<file path="src/common/vrc_pkg.sv">
// package: register address, bit positions and carrier types for reference control
package vrc_pkg;
  localparam logic [7:0] VRC_ADDR = 8'hD1;
  localparam logic [7:0] VRC_RESET = 8'h00;
  localparam int VRC_BIT_BIAS = 1;
  localparam int VRC_BIT_TEMP = 2;
  localparam int VRC_BIT_REF_SEL = 3;
  localparam logic VRC_SRC_PIN = 1'b0;
  localparam logic VRC_SRC_SUPPLY = 1'b1;

  // special-function register bus request
  typedef struct packed {
    logic [7:0] addr;
    logic wr;
    logic rd;
    logic [7:0] wdata;
  } vrc_sfr_req_t;

  // analog controls toward the reference section
  typedef struct packed {
    logic ref_source_supply;
    logic bias_on;
    logic temp_on;
    logic temp_out_en;
  } vrc_analog_t;

  // stored software bits
  typedef struct packed {
    logic ref_sel;
    logic temp;
    logic bias;
  } vrc_bits_t;
endpackage

</file>
<file path="src/rtl/vrc_reference_control.sv">
// module: reference control register and analog enable logic
//
// Contract
// - source select 0 picks external reference pin, 1 picks supply
// - bias enable reads and acts 1 while ADC, sensor or oscillator enabled
// - software writing 1 to bias enable keeps bias on while held
// - temperature sensor enable 1 powers sensor on, 0 off
// - disabled sensor output to top ADC mux input is high impedance
`timescale 1ns/10ps
`default_nettype none
module vrc_reference_control (
  // clock and reset
  input wire logic clk,
  input wire logic nrst,
  // special-function register bus
  input wire vrc_pkg::vrc_sfr_req_t sfr_req,
  output logic [7:0] sfr_rdata,
  output logic sfr_hit,
  // enables of peripherals that need bias (from other domains)
  input wire logic adc_enable,
  input wire logic osc_enable,
  // analog controls
  output vrc_pkg::vrc_analog_t analog
);
  import vrc_pkg::*;

  // number of outside peripherals that can force the bias on
  localparam int N_PERIPH = 2;

  // everything this block remembers, registered once per clock
  typedef struct packed {
    vrc_bits_t bits;
    logic [7:0] rdata;
    vrc_analog_t ana;
  } vrc_state_t;

  // registered state and its next value
  vrc_state_t state_reg;
  vrc_state_t state_next;

  // peripheral enables after the synchroniser
  logic [N_PERIPH-1:0] periph_sync;
  logic adc_on_sync;
  logic osc_on_sync;

  // bus decode
  logic sel;
  logic wr_hit;

  // field values carried by the bus
  logic ref_sel_wval;
  logic temp_wval;
  logic bias_wval;

  // bias force sources and the bias as it acts
  logic [2:0] force_vec;
  logic bias_forced;
  logic bias_eff;

  // peripheral enables may come from slower logic, so they are synchronised
  vrc_sync #(
    .WIDTH(N_PERIPH)
  ) u_sync (
    .clk(clk),
    .nrst(nrst),
    .d({adc_enable, osc_enable}),
    .q(periph_sync)
  );

  // two flops cost two cycles of force latency; traded for no metastability
  assign adc_on_sync = periph_sync[1];
  assign osc_on_sync = periph_sync[0];

  // address compare only; reads have no side effects, so no read strobe
  assign sel = (sfr_req.addr == VRC_ADDR);
  assign wr_hit = sel & sfr_req.wr;

  // only defined bits are picked from the bus
  assign ref_sel_wval = sfr_req.wdata[VRC_BIT_REF_SEL];
  assign temp_wval = sfr_req.wdata[VRC_BIT_TEMP];
  assign bias_wval = sfr_req.wdata[VRC_BIT_BIAS];

  always_comb begin
    // every field gets a value on every path
    state_next.bits.ref_sel = state_reg.bits.ref_sel;
    state_next.bits.temp = state_reg.bits.temp;
    state_next.bits.bias = state_reg.bits.bias;
    state_next.rdata = state_reg.rdata;
    state_next.ana.ref_source_supply = state_reg.ana.ref_source_supply;
    state_next.ana.bias_on = state_reg.ana.bias_on;
    state_next.ana.temp_on = state_reg.ana.temp_on;
    state_next.ana.temp_out_en = state_reg.ana.temp_out_en;
    force_vec = 3'h0;
    bias_forced = 1'b0;
    bias_eff = 1'b0;

    // source select: a write replaces it, otherwise it holds
    if (wr_hit) begin
      state_next.bits.ref_sel = ref_sel_wval;
    end else begin
      state_next.bits.ref_sel = state_reg.bits.ref_sel;
    end

    // sensor enable
    if (wr_hit) begin
      state_next.bits.temp = temp_wval;
    end else begin
      state_next.bits.temp = state_reg.bits.temp;
    end

    // stored bias bit stays as software left it, even while forced
    if (wr_hit) begin
      state_next.bits.bias = bias_wval;
    end else begin
      state_next.bits.bias = state_reg.bits.bias;
    end

    // force uses the sensor enable about to be stored, which is the bus value on a write hit
    force_vec[0] = adc_on_sync;
    force_vec[1] = osc_on_sync;
    force_vec[2] = state_next.bits.temp;
    bias_forced = |force_vec;

    // stored bit kept apart so it reads back once the force drops
    if (bias_forced) begin
      bias_eff = 1'b1;
    end else begin
      bias_eff = state_next.bits.bias;
    end

    // reference routing toward the analog switch
    if (state_next.bits.ref_sel == VRC_SRC_SUPPLY) begin
      state_next.ana.ref_source_supply = 1'b1;
    end else begin
      state_next.ana.ref_source_supply = 1'b0;
    end

    // bias generator power
    state_next.ana.bias_on = bias_eff;

    // sensor power follows its enable bit
    if (state_next.bits.temp) begin
      state_next.ana.temp_on = 1'b1;
    end else begin
      state_next.ana.temp_on = 1'b0;
    end

    // sensor output released (high impedance) whenever it is powered down
    if (state_next.bits.temp) begin
      state_next.ana.temp_out_en = 1'b1;
    end else begin
      state_next.ana.temp_out_en = 1'b0;
    end

    // readback image; registered so the bus sees a clean flop output
    state_next.rdata = VRC_RESET;
    for (int i = 0; i < $bits(state_next.rdata); i++) begin
      if (i == VRC_BIT_REF_SEL) begin
        state_next.rdata[i] = state_next.bits.ref_sel;
      end else if (i == VRC_BIT_TEMP) begin
        state_next.rdata[i] = state_next.bits.temp;
      end else if (i == VRC_BIT_BIAS) begin
        // bias reads the forced value, not the stored one
        state_next.rdata[i] = bias_eff;
      end else begin
        // unused positions read zero, so writes to them vanish
        state_next.rdata[i] = 1'b0;
      end
    end
  end

  always_ff @(posedge clk or negedge nrst) begin
    if (!nrst) begin
      // all defined bits reset to zero
      state_reg.bits.ref_sel <= VRC_RESET[VRC_BIT_REF_SEL];
      state_reg.bits.temp <= VRC_RESET[VRC_BIT_TEMP];
      state_reg.bits.bias <= VRC_RESET[VRC_BIT_BIAS];
      // image matches the reset value of the register
      state_reg.rdata <= VRC_RESET;
      // analog side powered down and on the external pin during reset
      state_reg.ana.ref_source_supply <= 1'b0;
      state_reg.ana.bias_on <= 1'b0;
      state_reg.ana.temp_on <= 1'b0;
      state_reg.ana.temp_out_en <= 1'b0;
    end else begin
      state_reg <= state_next;
    end
  end

  // read data is a registered copy, valid at any address
  assign sfr_rdata = state_reg.rdata;
  // hit marks the address as mapped; the host gates read data with it
  assign sfr_hit = sel;
  // analog controls come straight from flops, so no glitches reach them
  assign analog = state_reg.ana;
endmodule
`default_nettype wire

</file>
<file path="src/rtl/vrc_sync.sv">
// module: two-flop synchroniser for a bank of level inputs
`timescale 1ns/10ps
`default_nettype none
module vrc_sync #(
  parameter int WIDTH = 3
) (
  // clock and reset
  input wire logic clk,
  input wire logic nrst,
  // levels
  input wire logic [WIDTH-1:0] d,
  output logic [WIDTH-1:0] q
);
  typedef struct packed {
    logic [WIDTH-1:0] s1;
    logic [WIDTH-1:0] s2;
  } vrc_sync_state_t;

  vrc_sync_state_t state_reg;
  vrc_sync_state_t state_next;

  always_comb begin
    state_next.s1 = d;
    state_next.s2 = state_reg.s1;
  end

  always_ff @(posedge clk or negedge nrst) begin
    if (!nrst) begin
      state_reg <= '0;
    end else begin
      state_reg <= state_next;
    end
  end

  assign q = state_reg.s2;
endmodule
`default_nettype wire

</file>
<file path="config.mk">
export PLATFORM = sky130hd
export DESIGN_NAME = vrc_reference_control
export DESIGN_NICKNAME = d
export VERILOG_FILES = /design/src/common/vrc_pkg.sv /design/src/rtl/vrc_reference_control.sv /design/src/rtl/vrc_sync.sv
export SDC_FILE = /design/constraint.sdc
export NUM_CORES = 1
export LEC_CHECK = 0
export ABC_AREA = 0
export BUFFER_PORTS_ARGS = -buffer_cell sky130_fd_sc_hd__buf_2
export CAP_MARGIN = 30
export CORE_AREA = 10 10 47 49
export CTS_BUF_LIST = sky130_fd_sc_hd__clkbuf_8
export CTS_CLUSTER_SIZE = 20
export DETAILED_ROUTE_END_ITERATION = 16
export DIE_AREA = 0 0 57 59
export PLACE_DENSITY = 0.79
export RECOVER_POWER = 50
export SETUP_SLACK_MARGIN = 0.02
export SYNTH_ARGS = -nofsm -noshare
export SYNTH_HDL_FRONTEND = slang
export SYNTH_SLANG_ARGS = --single-unit
</file>
<file path="constraint.sdc">
create_clock -name clk -period 2 [get_ports clk]
set_input_delay 0 -clock clk [delete_from_list [all_inputs] [get_ports clk]]
set_output_delay 0 -clock clk [all_outputs]
set_load 0.005 [all_outputs]
</file>
Word level (Yosys, flattened, before mapping)
Index checks and enable logic that the tools add are counted. W data, S select, Z words.

Reduce and logical (&&, ||, !) cells: 1. Bitwise operators: 1. Multiplexer cells: 6. Equal/unequal tests: 1.

Operators by type and width (number): $eq A8 B8 Y1 const B (1); $mux W1 (6); $reduce_or A3 Y1 (1); $and A1 B1 Y1 (1).

Logic and storage cells: 18. Register bits after elaboration: 13. Output and inout port bits: 13.

Logic depth before layout (Yosys ltp)
Gate-level depths: netlist (run 1).

Word-level depth: 5. Gate-level depth with buffers: 4.

Modules after synthesis
A second synthesis (run 1) with hierarchy kept.

Cells, all modules: 34. Area total of the unflattened synthesis: 414.1 sq um.

Modules (own cells, without submodules): vrc_reference_control (area an instance 314.1 sq um, cells an instance 30, times used 1); vrc_sync (area an instance 100.1 sq um, cells an instance 4, times used 1).

Worst setup path after synthesis (run 1)
No wires, ideal clock.

Path type: input to register. Start point: input port sfr_req[13] in the netlist's numbering. End point: register state_reg (netlist bit analog[3]). Arrival time: 1.150 ns. Stages on the path: 4. Slack: 0.725 ns. Cell sequence: or2_1 or4_4 buf_6 mux2_4.

Word-level cells in the longest chain between the ends: 4.

RTL lines: from (decl) (RTL line vrc_reference_control.sv:16) `input wire vrc_pkg::vrc_sfr_req_t sfr_req,`; $eq A8 B8 Y1 (RTL line vrc_reference_control.sv:75) `assign sel = (sfr_req.addr == VRC_ADDR);`; $and A1 B1 Y1 (RTL line vrc_reference_control.sv:76) `assign wr_hit = sel & sfr_req.wr;`; $mux W1 (RTL line vrc_reference_control.sv:98) `if (wr_hit) begin`; $mux W1 (RTL line vrc_reference_control.sv:132) `if (state_next.bits.ref_sel == VRC_SRC_SUPPLY) begin`; to (signal assigned) (RTL line vrc_reference_control.sv:186) `state_reg <= state_next;`; to (decl) (RTL line vrc_reference_control.sv:38) `vrc_state_t state_reg;`.

No other way between the ends.

==> metrics.cfg, run 1 <==
[outcome]
outcome = complete, no violations

[setup_path]
cp.required_ps = 2110
slowest_delay_ps = 570
critPathKind = input port to flip-flop
worstPathCellList = buf_2 -> or2_1 -> or4_4 -> mux2_4
worstPathArrival_ps = 1210
cpMaxStageDelayCell = or4_4
cp-end-kind = flip-flop
worstSetupStartpointType = input port
cp_max_fo = 4

[routing]
drt_iter0_drc = 3
avgRoutedWirePerCell_um = 13.07
num_vias = 295
viasPerCell = 4.155
drcViolationCount = 0
ant_nets = 0
first_pass_iters = 3
wl_um = 928

[power]
pwr-share-clk_pct = 46.9
p_total_mw = 0.4110
switching_share_pct = 20.42
ir_drop_v = 0.0003320
powerDensity_nw_per_um2 = 756.9
comb_power_share_pct = 10.5
p_leak_nw = 0.3013
p_int_mw = 0.3271
seqPwrFrac_pct = 42.5
switchingPower_mw = 0.08394

[die]
rows = 14
chipHeight_um = 59
start_util_pct = 29.55
design.core.area_sq_um = 1401
die_x_um = 57
die_area_sq_um = 3363
boundaryPins = 35

[clock_network]
cts_setup_buffers = 0
clk_latency_ps = 230
cts_max_path_buffers = 2
root_buffer = clkbuf_8
ctsResizeCount = 0
ctsHoldBuffers = 4
clock-sinks = 8
cts_htree_levels = 1
cts_tree = yes
path_clk_slew_ps = 40
cts_buffers = 3

[synth]
synth-compound-area-share_pct = 0
yosys.area_share.xor_xnor_pct = 0
synth_cell_types = 13
synth_area_sq_um = 414.1
synth_fa_ha_area_share_pct = 0
syn-instance-count = 34
yosysWarnings = 0
syn_avg_cell_area_sq_um = 12.18
synth_top_cells_by_area = dfrtp_1 48%, buf_4 22%, mux2_4 11%
synth_area_leader_cell = dfrtp_1
yosysTopAreaCellShare_pct = 48.34
synth_seq_area_share_pct = 48.34
synth-seq-cells = 8
synth_top_family_by_area = buffers and inverters
yosys.area_share.simple_pct = 12.08
synthMuxAreaShare_pct = 13.29

[sta]
maxSlewViolCount = 0
rsz0062_at_grt = no
fin_setup_tns_ps = 0
fin_crit_sh_pct = 55.10
setup_viol = 0
max_freq_ghz = 0.9074
skew_ps = 2.271
min_period_ps = 1102
hold_violations = 0

[finish]
syn2layout_area_growth_pct = 31.12
fin_nets = 79
mostFrequentLayoutCell = buf_2
drive_gt1_share_pct = 52.73
diodes = 0
post-route-util_pct = 38.75
final_cell_mix = 22 x buf_2, 8 x dfrtp_1, 5 x conb_1, 4 x dlygate4sd3_1

[place]
port_buffers = 23
place_congestion = 0.6835
dp_hpwl_um = 736.7

[global_routing]
grt_usage_pct = 6.321
grt_pass1_vias = 354
grt_max_degree = 9
antenna_found_initial = 0
grt_pass1_wl_um = 1559
overflow = 0

[job]
maxCapViolations = 0

[hold_path]
worstHoldPathType = input port to flip-flop

==> path summary, 6_finish.rpt <==
| check | from | end | slack [ps] | depth (start not counted) |
|---|---|---|---|---|
| min reg2reg | u_sync.state_next[1] | u_sync.q[1] | 340 | 0 |
| min in group asynchronous | nrst | state_reg[12] | 220 | 2 |
| max | sfr_req[13] | state_reg[12] | 900 | 4 |
| max reg2reg | sfr_rdata[2] | sfr_rdata[1] | 1040 | 2 |
| min | sfr_req[2] | sfr_rdata[2] | 30 | 2 |
| max in group asynchronous | nrst | u_sync.state_next[0] | 1480 | 2 |
==> power by group through the flow <==
stage | Clock, mW | Sequential [mW] | Combinational (mW)
6_report | 0.193 | 0.175 | 0.0433
5_1_grt | 0.214 | 0.176 | 0.0490
4_1_cts | 0.201 | 0.175 | 0.0436
3_5_place_dp | 0 | 0.177 | 0.0375
3_3_place_gp | 0 | 0.177 | 0.0362
2_1_floorplan | 0 | 0.176 | 0.0289
==> cells by family after synthesis <==
kind of cell           Yosys count
and+or+nand+nor                  7
buffers and inverters           14
muxes                            4
DFF                              8
other                            1
==> layout make-up <==
| class | instances | area, sq um |
|---|---|---|
| timing repair buffer | 27 | 153.9 |
| fill | 143 | 858.3 |
| sequential | 8 | 200.2 |
| multi-input combinational | 16 | 123.9 |
| tap | 16 | 20.02 |
| clock buffer | 3 | 41.29 |
| inverter | 1 | 3.754 |
==> Yosys cell counts <==
master and instances:
inv_1 1, mux2i_1 1, buf_6 1, nand2b_1 1
nor3_1 1, nand4b_1 1, or2_1 1, conb_1 1
nor4_1 2, dfrtp_1 8, buf_4 12, or4_4 1
mux2_4 3
==> metal layers <==
| layer | global-route usage [%] | vias to the layer above | routed length [um] |
|---|---|---|---|
| met5 | 0 | - | 0 |
| met4 | 3.020 | 0 | 0 |
| met3 | 7.511 | 0 | 160 |
| met2 | 10.23 | 21 | 483 |
| met1 | 4.258 | 136 | 285 |
| li1 | - | 138 | - |
==> critical path, delay by kind of cell <==
| kind | cells | cell delay [ps] |
|---|---|---|
| AND/OR/NAND/NOR | 2 | 800 |
| multiplexers | 1 | 320 |
| buffers and inverters | 1 | 90 |
==> metrics by stage <==
stage | setup WS (ps) | area (sq um) | hold slack (ps) | instances
final | 898.0 | 543.0 | 26.99 | 71
after CTS | 898.7 | 544.3 | 22.02 | 71
after global routing | 888.5 | 543.0 | 29.12 | 71
after detailed placement | 659.7 | 462.9 | -150.4 | 64
after floorplan | 725.2 | 429.2 | -295.6 | 38
after global placement | 673.7 | 462.9 | -158.2 | 64
(Power assumes the default switching activity.)
==> run 2, diff against run 1 <==
--- a/config.mk
+++ b/config.mk
@@ -13,7 +13,7 @@
 export CTS_CLUSTER_SIZE = 20
 export DETAILED_ROUTE_END_ITERATION = 16
 export DIE_AREA = 0 0 57 59
-export PLACE_DENSITY = 0.79
+export PLACE_DENSITY = 0.82
 export RECOVER_POWER = 50
 export SETUP_SLACK_MARGIN = 0.02
 export SYNTH_ARGS = -nofsm -noshare
==> constraint.sdc (replaced) <==
create_clock -name clk -period 1 [get_ports clk]
set_input_delay 0 -clock clk [delete_from_list [all_inputs] [get_ports clk]]
set_output_delay 0 -clock clk [all_outputs]
set_load 0.005 [all_outputs]
==> metrics.cfg, run 2 (same netlist as run 1, synthesis figures left out) <==
[power]
ir_drop_v = 0.001213  ; was 0.0003320 V
p_leak_nw = 0.2999  ; was 0.3013 nW
powerDensity_nw_per_um2 = 1487  ; was 756.9 nW/um^2
p_total_mw = 0.8111  ; was 0.4110 mW

[setup_path]
cp_max_fo = 4  ; unchanged
rrSetupSlack_ps = 60  ; was 1040 ps
r2r-start = u_sync.q[1]  ; was sfr_rdata[2]
reg2reg_depth = 2  ; unchanged
cp-end-kind = flip-flop  ; unchanged
r2r-end = sfr_rdata[1]  ; unchanged
worstPathArrival_ps = 1190  ; was 1210 ps
worstSetupStartpointType = input port  ; unchanged
cp.required_ps = 1110  ; was 2110 ps
critPathKind = input port to flip-flop  ; unchanged

[routing]
wl_um = 942  ; was 928 um
drt_iter0_drc = 2  ; was 3
viasPerCell = 4.129  ; was 4.155
drcViolationCount = 0  ; unchanged
ant_nets = 0  ; unchanged
first_pass_iters = 2  ; was 3
num_vias = 289  ; was 295
avgRoutedWirePerCell_um = 13.46  ; was 13.07 um

[global_routing]
overflow = 0  ; unchanged
grt_max_degree = 9  ; unchanged
antenna_found_initial = 0  ; unchanged
grt_pass1_vias = 343  ; was 354
grt_usage_pct = 5.752  ; was 6.321%
grt_pass1_wl_um = 1497  ; was 1559 um

[sta]
fin_crit_sh_pct = 108.6
setup_viol = 3  ; was 0
hold_violations = 0  ; unchanged
timing.hold.ws_ps = 6.004  ; was 26.99 ps
rsz0062_at_grt = yes  ; was no
setup_ws_ps = -86.11  ; was 898.0 ps
skew_ps = 1.242  ; was 2.271 ps
min_period_ps = 1086
maxSlewViolCount = 0  ; unchanged
max_freq_ghz = 0.9207

[clock_network]
clk_latency_ps = 220  ; was 230 ps
cts_buffers = 3  ; unchanged
clock-sinks = 8  ; unchanged
cts_setup_buffers = 0  ; unchanged
cts_htree_levels = 1  ; unchanged
cts_tree = yes  ; unchanged
cts_max_path_buffers = 2  ; unchanged
root_buffer = clkbuf_8  ; unchanged
path_clk_slew_ps = 40  ; about the same

[place]
dp_slack_ps = -331.1  ; was 659.7 ps
place_congestion = 0.6688  ; was 0.6835
dp_hpwl_um = 774  ; was 736.7 um
port_buffers = 23  ; unchanged

[die]
die_area_sq_um = 3363  ; unchanged
start_util_pct = 29.55  ; unchanged
design.core.area_sq_um = 1401  ; unchanged
rows = 14  ; unchanged
boundaryPins = 35  ; unchanged
chipHeight_um = 59  ; unchanged
die_x_um = 57  ; unchanged

[outcome]
outcome = complete, but fails checks  ; was complete, no violations
failed_checks = negative setup slack

[job]
maxCapViolations = 0  ; unchanged

[finish]
post-route-util_pct = 38.93  ; was 38.75%
fin_nets = 78  ; was 79
drive_gt1_share_pct = 55.56  ; was 52.73%
diodes = 0  ; unchanged
fillerInstances = 151  ; was 143
final-seq-area_sq_um = 200.2  ; unchanged
syn2layout_area_growth_pct = 31.72  ; was 31.12%
final_cell_mix = 21 x buf_2, 8 x dfrtp_1, 5 x conb_1  ; was 22 x buf_2, 8 x dfrtp_1, 5 x conb_1, 4 x dlygate4sd3_1
mostFrequentLayoutCell = buf_2  ; unchanged
multi_input_area_sq_um = 130.1  ; was 123.9 sq um

[hold_path]
worstHoldPathType = input port to flip-flop  ; unchanged
min-delay-start = sfr_req[3]  ; was sfr_req[2]
whs_path_depth = 2  ; unchanged
whs_endpoint = analog[3]  ; was sfr_rdata[2]

-- run 2: cell types whose count changed in the layout (fill, tap and decap cells not counted) --
cell | before | now
dlygate4sd3_1 | 4 | 3
nor4_1 | 2 | 1
nor4_2 | 0 | 1
buf_6 | 0 | 1
buf_2 | 22 | 21
-- run 2: area by class of cell --
cell class	count	area share [%]
clock buffers	3	7.569
repair buffers	26	27.52
inverters	1	0.6881
multi-input cells	16	23.85
well taps	16	3.670
flip-flops and latches	8	36.70
-- run 2: how the worst max path moves through the flow --
stage | from | endpoint | cells after the start
floorplan | sfr_req[13] | analog[3] | 4
global placement | sfr_req[13] | analog[3] | 4
detailed placement | sfr_req[13] | sfr_rdata[2] | 4
CTS | sfr_req[13] | sfr_rdata[2] | 4
global route | sfr_req[13] | state_reg[12] | 4
finish | sfr_req[13] | sfr_rdata[2] | 4
-- run 2: critical path, cell delays in order --
cell and delay, ps:
buf_6 90, or2_1 230, or4_4 570, mux2_4 310
-- run 2: repair_timing --
item,CTS,global route
gates cloned,0,0
setup endpoints to repair,3,4
hold endpoints to repair,10,0
hold buffers,3,0
resized for setup,1,1
pin swaps,0,1
-- run 2: report_power, final --
| group | internal, mW | switching [mW] | total (mW) |
|---|---|---|---|
| Sequential | 0.342 | 0.0108 | 0.352 |
| Clock | 0.259 | 0.113 | 0.372 |
| Combinational | 0.0531 | 0.0336 | 0.0867 |
-- run 2: metal layers --
layer	routed length, um	GRT usage [%]
met3	140	6.009
met4	8	2.013
met1	266	4.010
met5	0	0
met2	526	10.08
-- run 2: stage by stage --
| stage | instance area, sq um | TNS [ps] | instances |
|---|---|---|---|
| floorplan | 429.2 | -928.9 | 38 |
| global placement | 462.9 | -1127 | 64 |
| detailed placement | 462.9 | -1157 | 64 |
| CTS | 540.5 | -252.7 | 70 |
| global route | 545.5 | -299.3 | 70 |
| finish | 545.5 | -252.5 | 70 |
==> run 3, diff against run 2 <==
--- a/config.mk
+++ b/config.mk
@@ -8,11 +8,12 @@
 export ABC_AREA = 0
 export BUFFER_PORTS_ARGS = -buffer_cell sky130_fd_sc_hd__buf_2
 export CAP_MARGIN = 30
-export CORE_AREA = 10 10 47 49
+export CORE_AREA = 2 2 39 41
 export CTS_BUF_LIST = sky130_fd_sc_hd__clkbuf_8
 export CTS_CLUSTER_SIZE = 20
 export DETAILED_ROUTE_END_ITERATION = 16
-export DIE_AREA = 0 0 57 59
+export DIE_AREA = 0 0 41 43
+export MAX_ROUTING_LAYER = met4
 export PLACE_DENSITY = 0.82
 export RECOVER_POWER = 50
 export SETUP_SLACK_MARGIN = 0.02
==> metrics.cfg, run 3 (same netlist as run 1, synthesis figures left out) <==
[outcome]
outcome = complete, but fails checks  ; unchanged
failed_checks = negative setup slack  ; unchanged

[sta]
setup_viol = 4  ; was 3
maxSlewViolCount = 0  ; unchanged
fin_crit_sh_pct = 109.4  ; was 108.6%
setup_ws_ps = -93.66  ; was -86.11 ps
timing.hold.ws_ps = 6.624  ; was 6.004 ps
hold_violations = 0  ; unchanged
rsz0062_at_grt = yes  ; unchanged
min_period_ps = 1094  ; was 1086 ps
skew_ps = 5.553  ; was 1.242 ps
max_freq_ghz = 0.9144  ; was 0.9207 GHz

[routing]
num_vias = 300  ; was 289
avgRoutedWirePerCell_um = 9.972  ; was 13.46 um
viasPerCell = 4.167  ; was 4.129
wl_um = 718  ; was 942 um
drt_iter0_drc = 3  ; was 2
drcViolationCount = 0  ; unchanged
ant_nets = 0  ; unchanged
first_pass_iters = 2  ; unchanged

[global_routing]
grt_usage_pct = 11.54  ; was 5.752%
antenna_found_initial = 0  ; unchanged
grt_pass1_wl_um = 1248  ; was 1497 um
overflow = 0  ; unchanged
grt_pass1_vias = 333  ; was 343
grt_max_degree = 9  ; unchanged

[clock_network]
cts_htree_levels = 1  ; unchanged
root_buffer = clkbuf_8  ; unchanged
clk_latency_ps = 230  ; was 220 ps
clock-sinks = 8  ; unchanged
cts_max_path_buffers = 2  ; unchanged
cts_tree = yes  ; unchanged
cts_buffers = 3  ; unchanged
path_clk_slew_ps = 40  ; about the same

[power]
ir_drop_v = 0.0009234  ; was 0.001213 V
p_leak_nw = 0.3093  ; was 0.2999 nW
powerDensity_nw_per_um2 = 1478  ; was 1487 nW/um^2

[die]
die_area_sq_um = 1763  ; was 3363 sq um
rows = 14  ; unchanged
design.core.area_sq_um = 1384  ; was 1401 sq um
chipHeight_um = 43  ; was 59 um
die_x_um = 41  ; was 57 um
start_util_pct = 29.93  ; was 29.55%
boundaryPins = 35  ; unchanged

[finish]
fin_nets = 80  ; was 78
drive_gt1_share_pct = 57.14  ; was 55.56%
final_cell_mix = 21 x buf_2, 8 x dfrtp_1, 5 x conb_1  ; unchanged
post-route-util_pct = 40.24  ; was 38.93%
diodes = 0  ; unchanged
syn2layout_area_growth_pct = 34.44  ; was 31.72%
fin_area_sq_um = 556.8  ; was 545.5 sq um
mostFrequentLayoutCell = buf_2  ; unchanged

[place]
place_congestion = 0.6222  ; was 0.6688
dpl-instance-area_sq_um = 462.9  ; unchanged
port_buffers = 23  ; unchanged

[setup_path]
r2r-start = sfr_rdata[2]  ; was u_sync.q[1]
critPathKind = input port to flip-flop  ; unchanged
worst-path-stages = 4  ; unchanged
cp-end-kind = flip-flop  ; unchanged
r2r-end = sfr_rdata[1]  ; unchanged
cp.required_ps = 1110  ; about the same
crit_start = sfr_req[13]  ; unchanged
worstPathArrival_ps = 1200  ; was 1190 ps
cp_num_buf_inv = 1  ; unchanged
rrSetupSlack_ps = 60  ; about the same
critical-path-top-delay-family = simple AND/OR/NAND/NOR gates  ; unchanged
cp_max_fo = 4  ; unchanged
cpMaxStageDelayCell = or4_4  ; unchanged
worstSetupStartpointType = input port  ; unchanged
slowest_delay_ps = 560  ; was 570 ps
reg2reg_depth = 2  ; unchanged
worstPathCellList = buf_6 -> or2_4 -> or4_4 -> mux2_4  ; was buf_6 -> or2_1 -> or4_4 -> mux2_4
endpoint = state_reg[12]  ; was sfr_rdata[2]

[job]
maxCapViolations = 0  ; unchanged

[hold_path]
worstHoldPathType = input port to flip-flop  ; unchanged

## run 3: changes by cell type in the layout (fill, tap and decap cells not counted)
cell / delta
buf_4: +2
nor4_1: +1
or2_4: +1
or2_1: -1
nor4_2: -1
## run 3: power breakdown
part	internal [mW]	leakage, nW	switching [mW]
registers	0.341	0.0982	0.00779
clock network	0.260	0.0216	0.124
logic	0.0560	0.190	0.0333
## run 3: how the worst min path moves through the flow
stage          cells after the start        from           end  slack, ps
6_report                           2  sfr_req[3]     analog[3]          7
2_1_floorplan                      0        nrst     analog[3]       -300
5_1_grt                            2  sfr_req[3]     analog[3]         10
4_1_cts                            2  sfr_req[3]     analog[3]          6
3_5_place_dp                       1        nrst  sfr_rdata[2]       -150
3_3_place_gp                       1        nrst     analog[3]       -160
## run 3: repair_timing
action / CTS / global route
cloned: 0 / 0
hold endpoints to repair: 10 / 0
setup endpoints to repair: 3 / 4
gates resized for setup: 1 / 1
hold buffers: 3 / 0
buffers inserted: 2 / 0
## run 3: layout make-up
cell class	count	area (sq um)
fillers	147	827.0
flip-flops and latches	8	200.2
repair buffers	28	165.2
multi-input cells	16	126.4
clock buffers	3	41.29
well taps	16	20.02
inverters	1	3.754
## run 3: worst register-to-register path: stages (launching register included)
cell and delay [ps]:
dfrtp_1 400, nor4_1 290, mux2i_1 120
## run 3: metrics by stage
step                setup WS [ps]  total power [mW]  TNS, ps  instances
finish                     -93.66            0.8229   -315.0         72
global route               -113.4            0.8654   -390.3         72
CTS                        -86.93            0.8322   -278.7         72
detailed placement         -347.1            0.4281    -1200         64
global placement           -328.1            0.4248    -1131         64
floorplan                  -274.8            0.4106   -928.9         38
## run 3: per-layer routing
layer  wire length [um]  track usage, %  up-vias  part of all wire, %
li1                   -               -      139                    -
met1                231           8.638      142                   32
met2                406           19.06       16                   57
met3                 72           7.853        3                   10
met4                  8           6.000        0                  1.1
met5                  0               -        -                    0
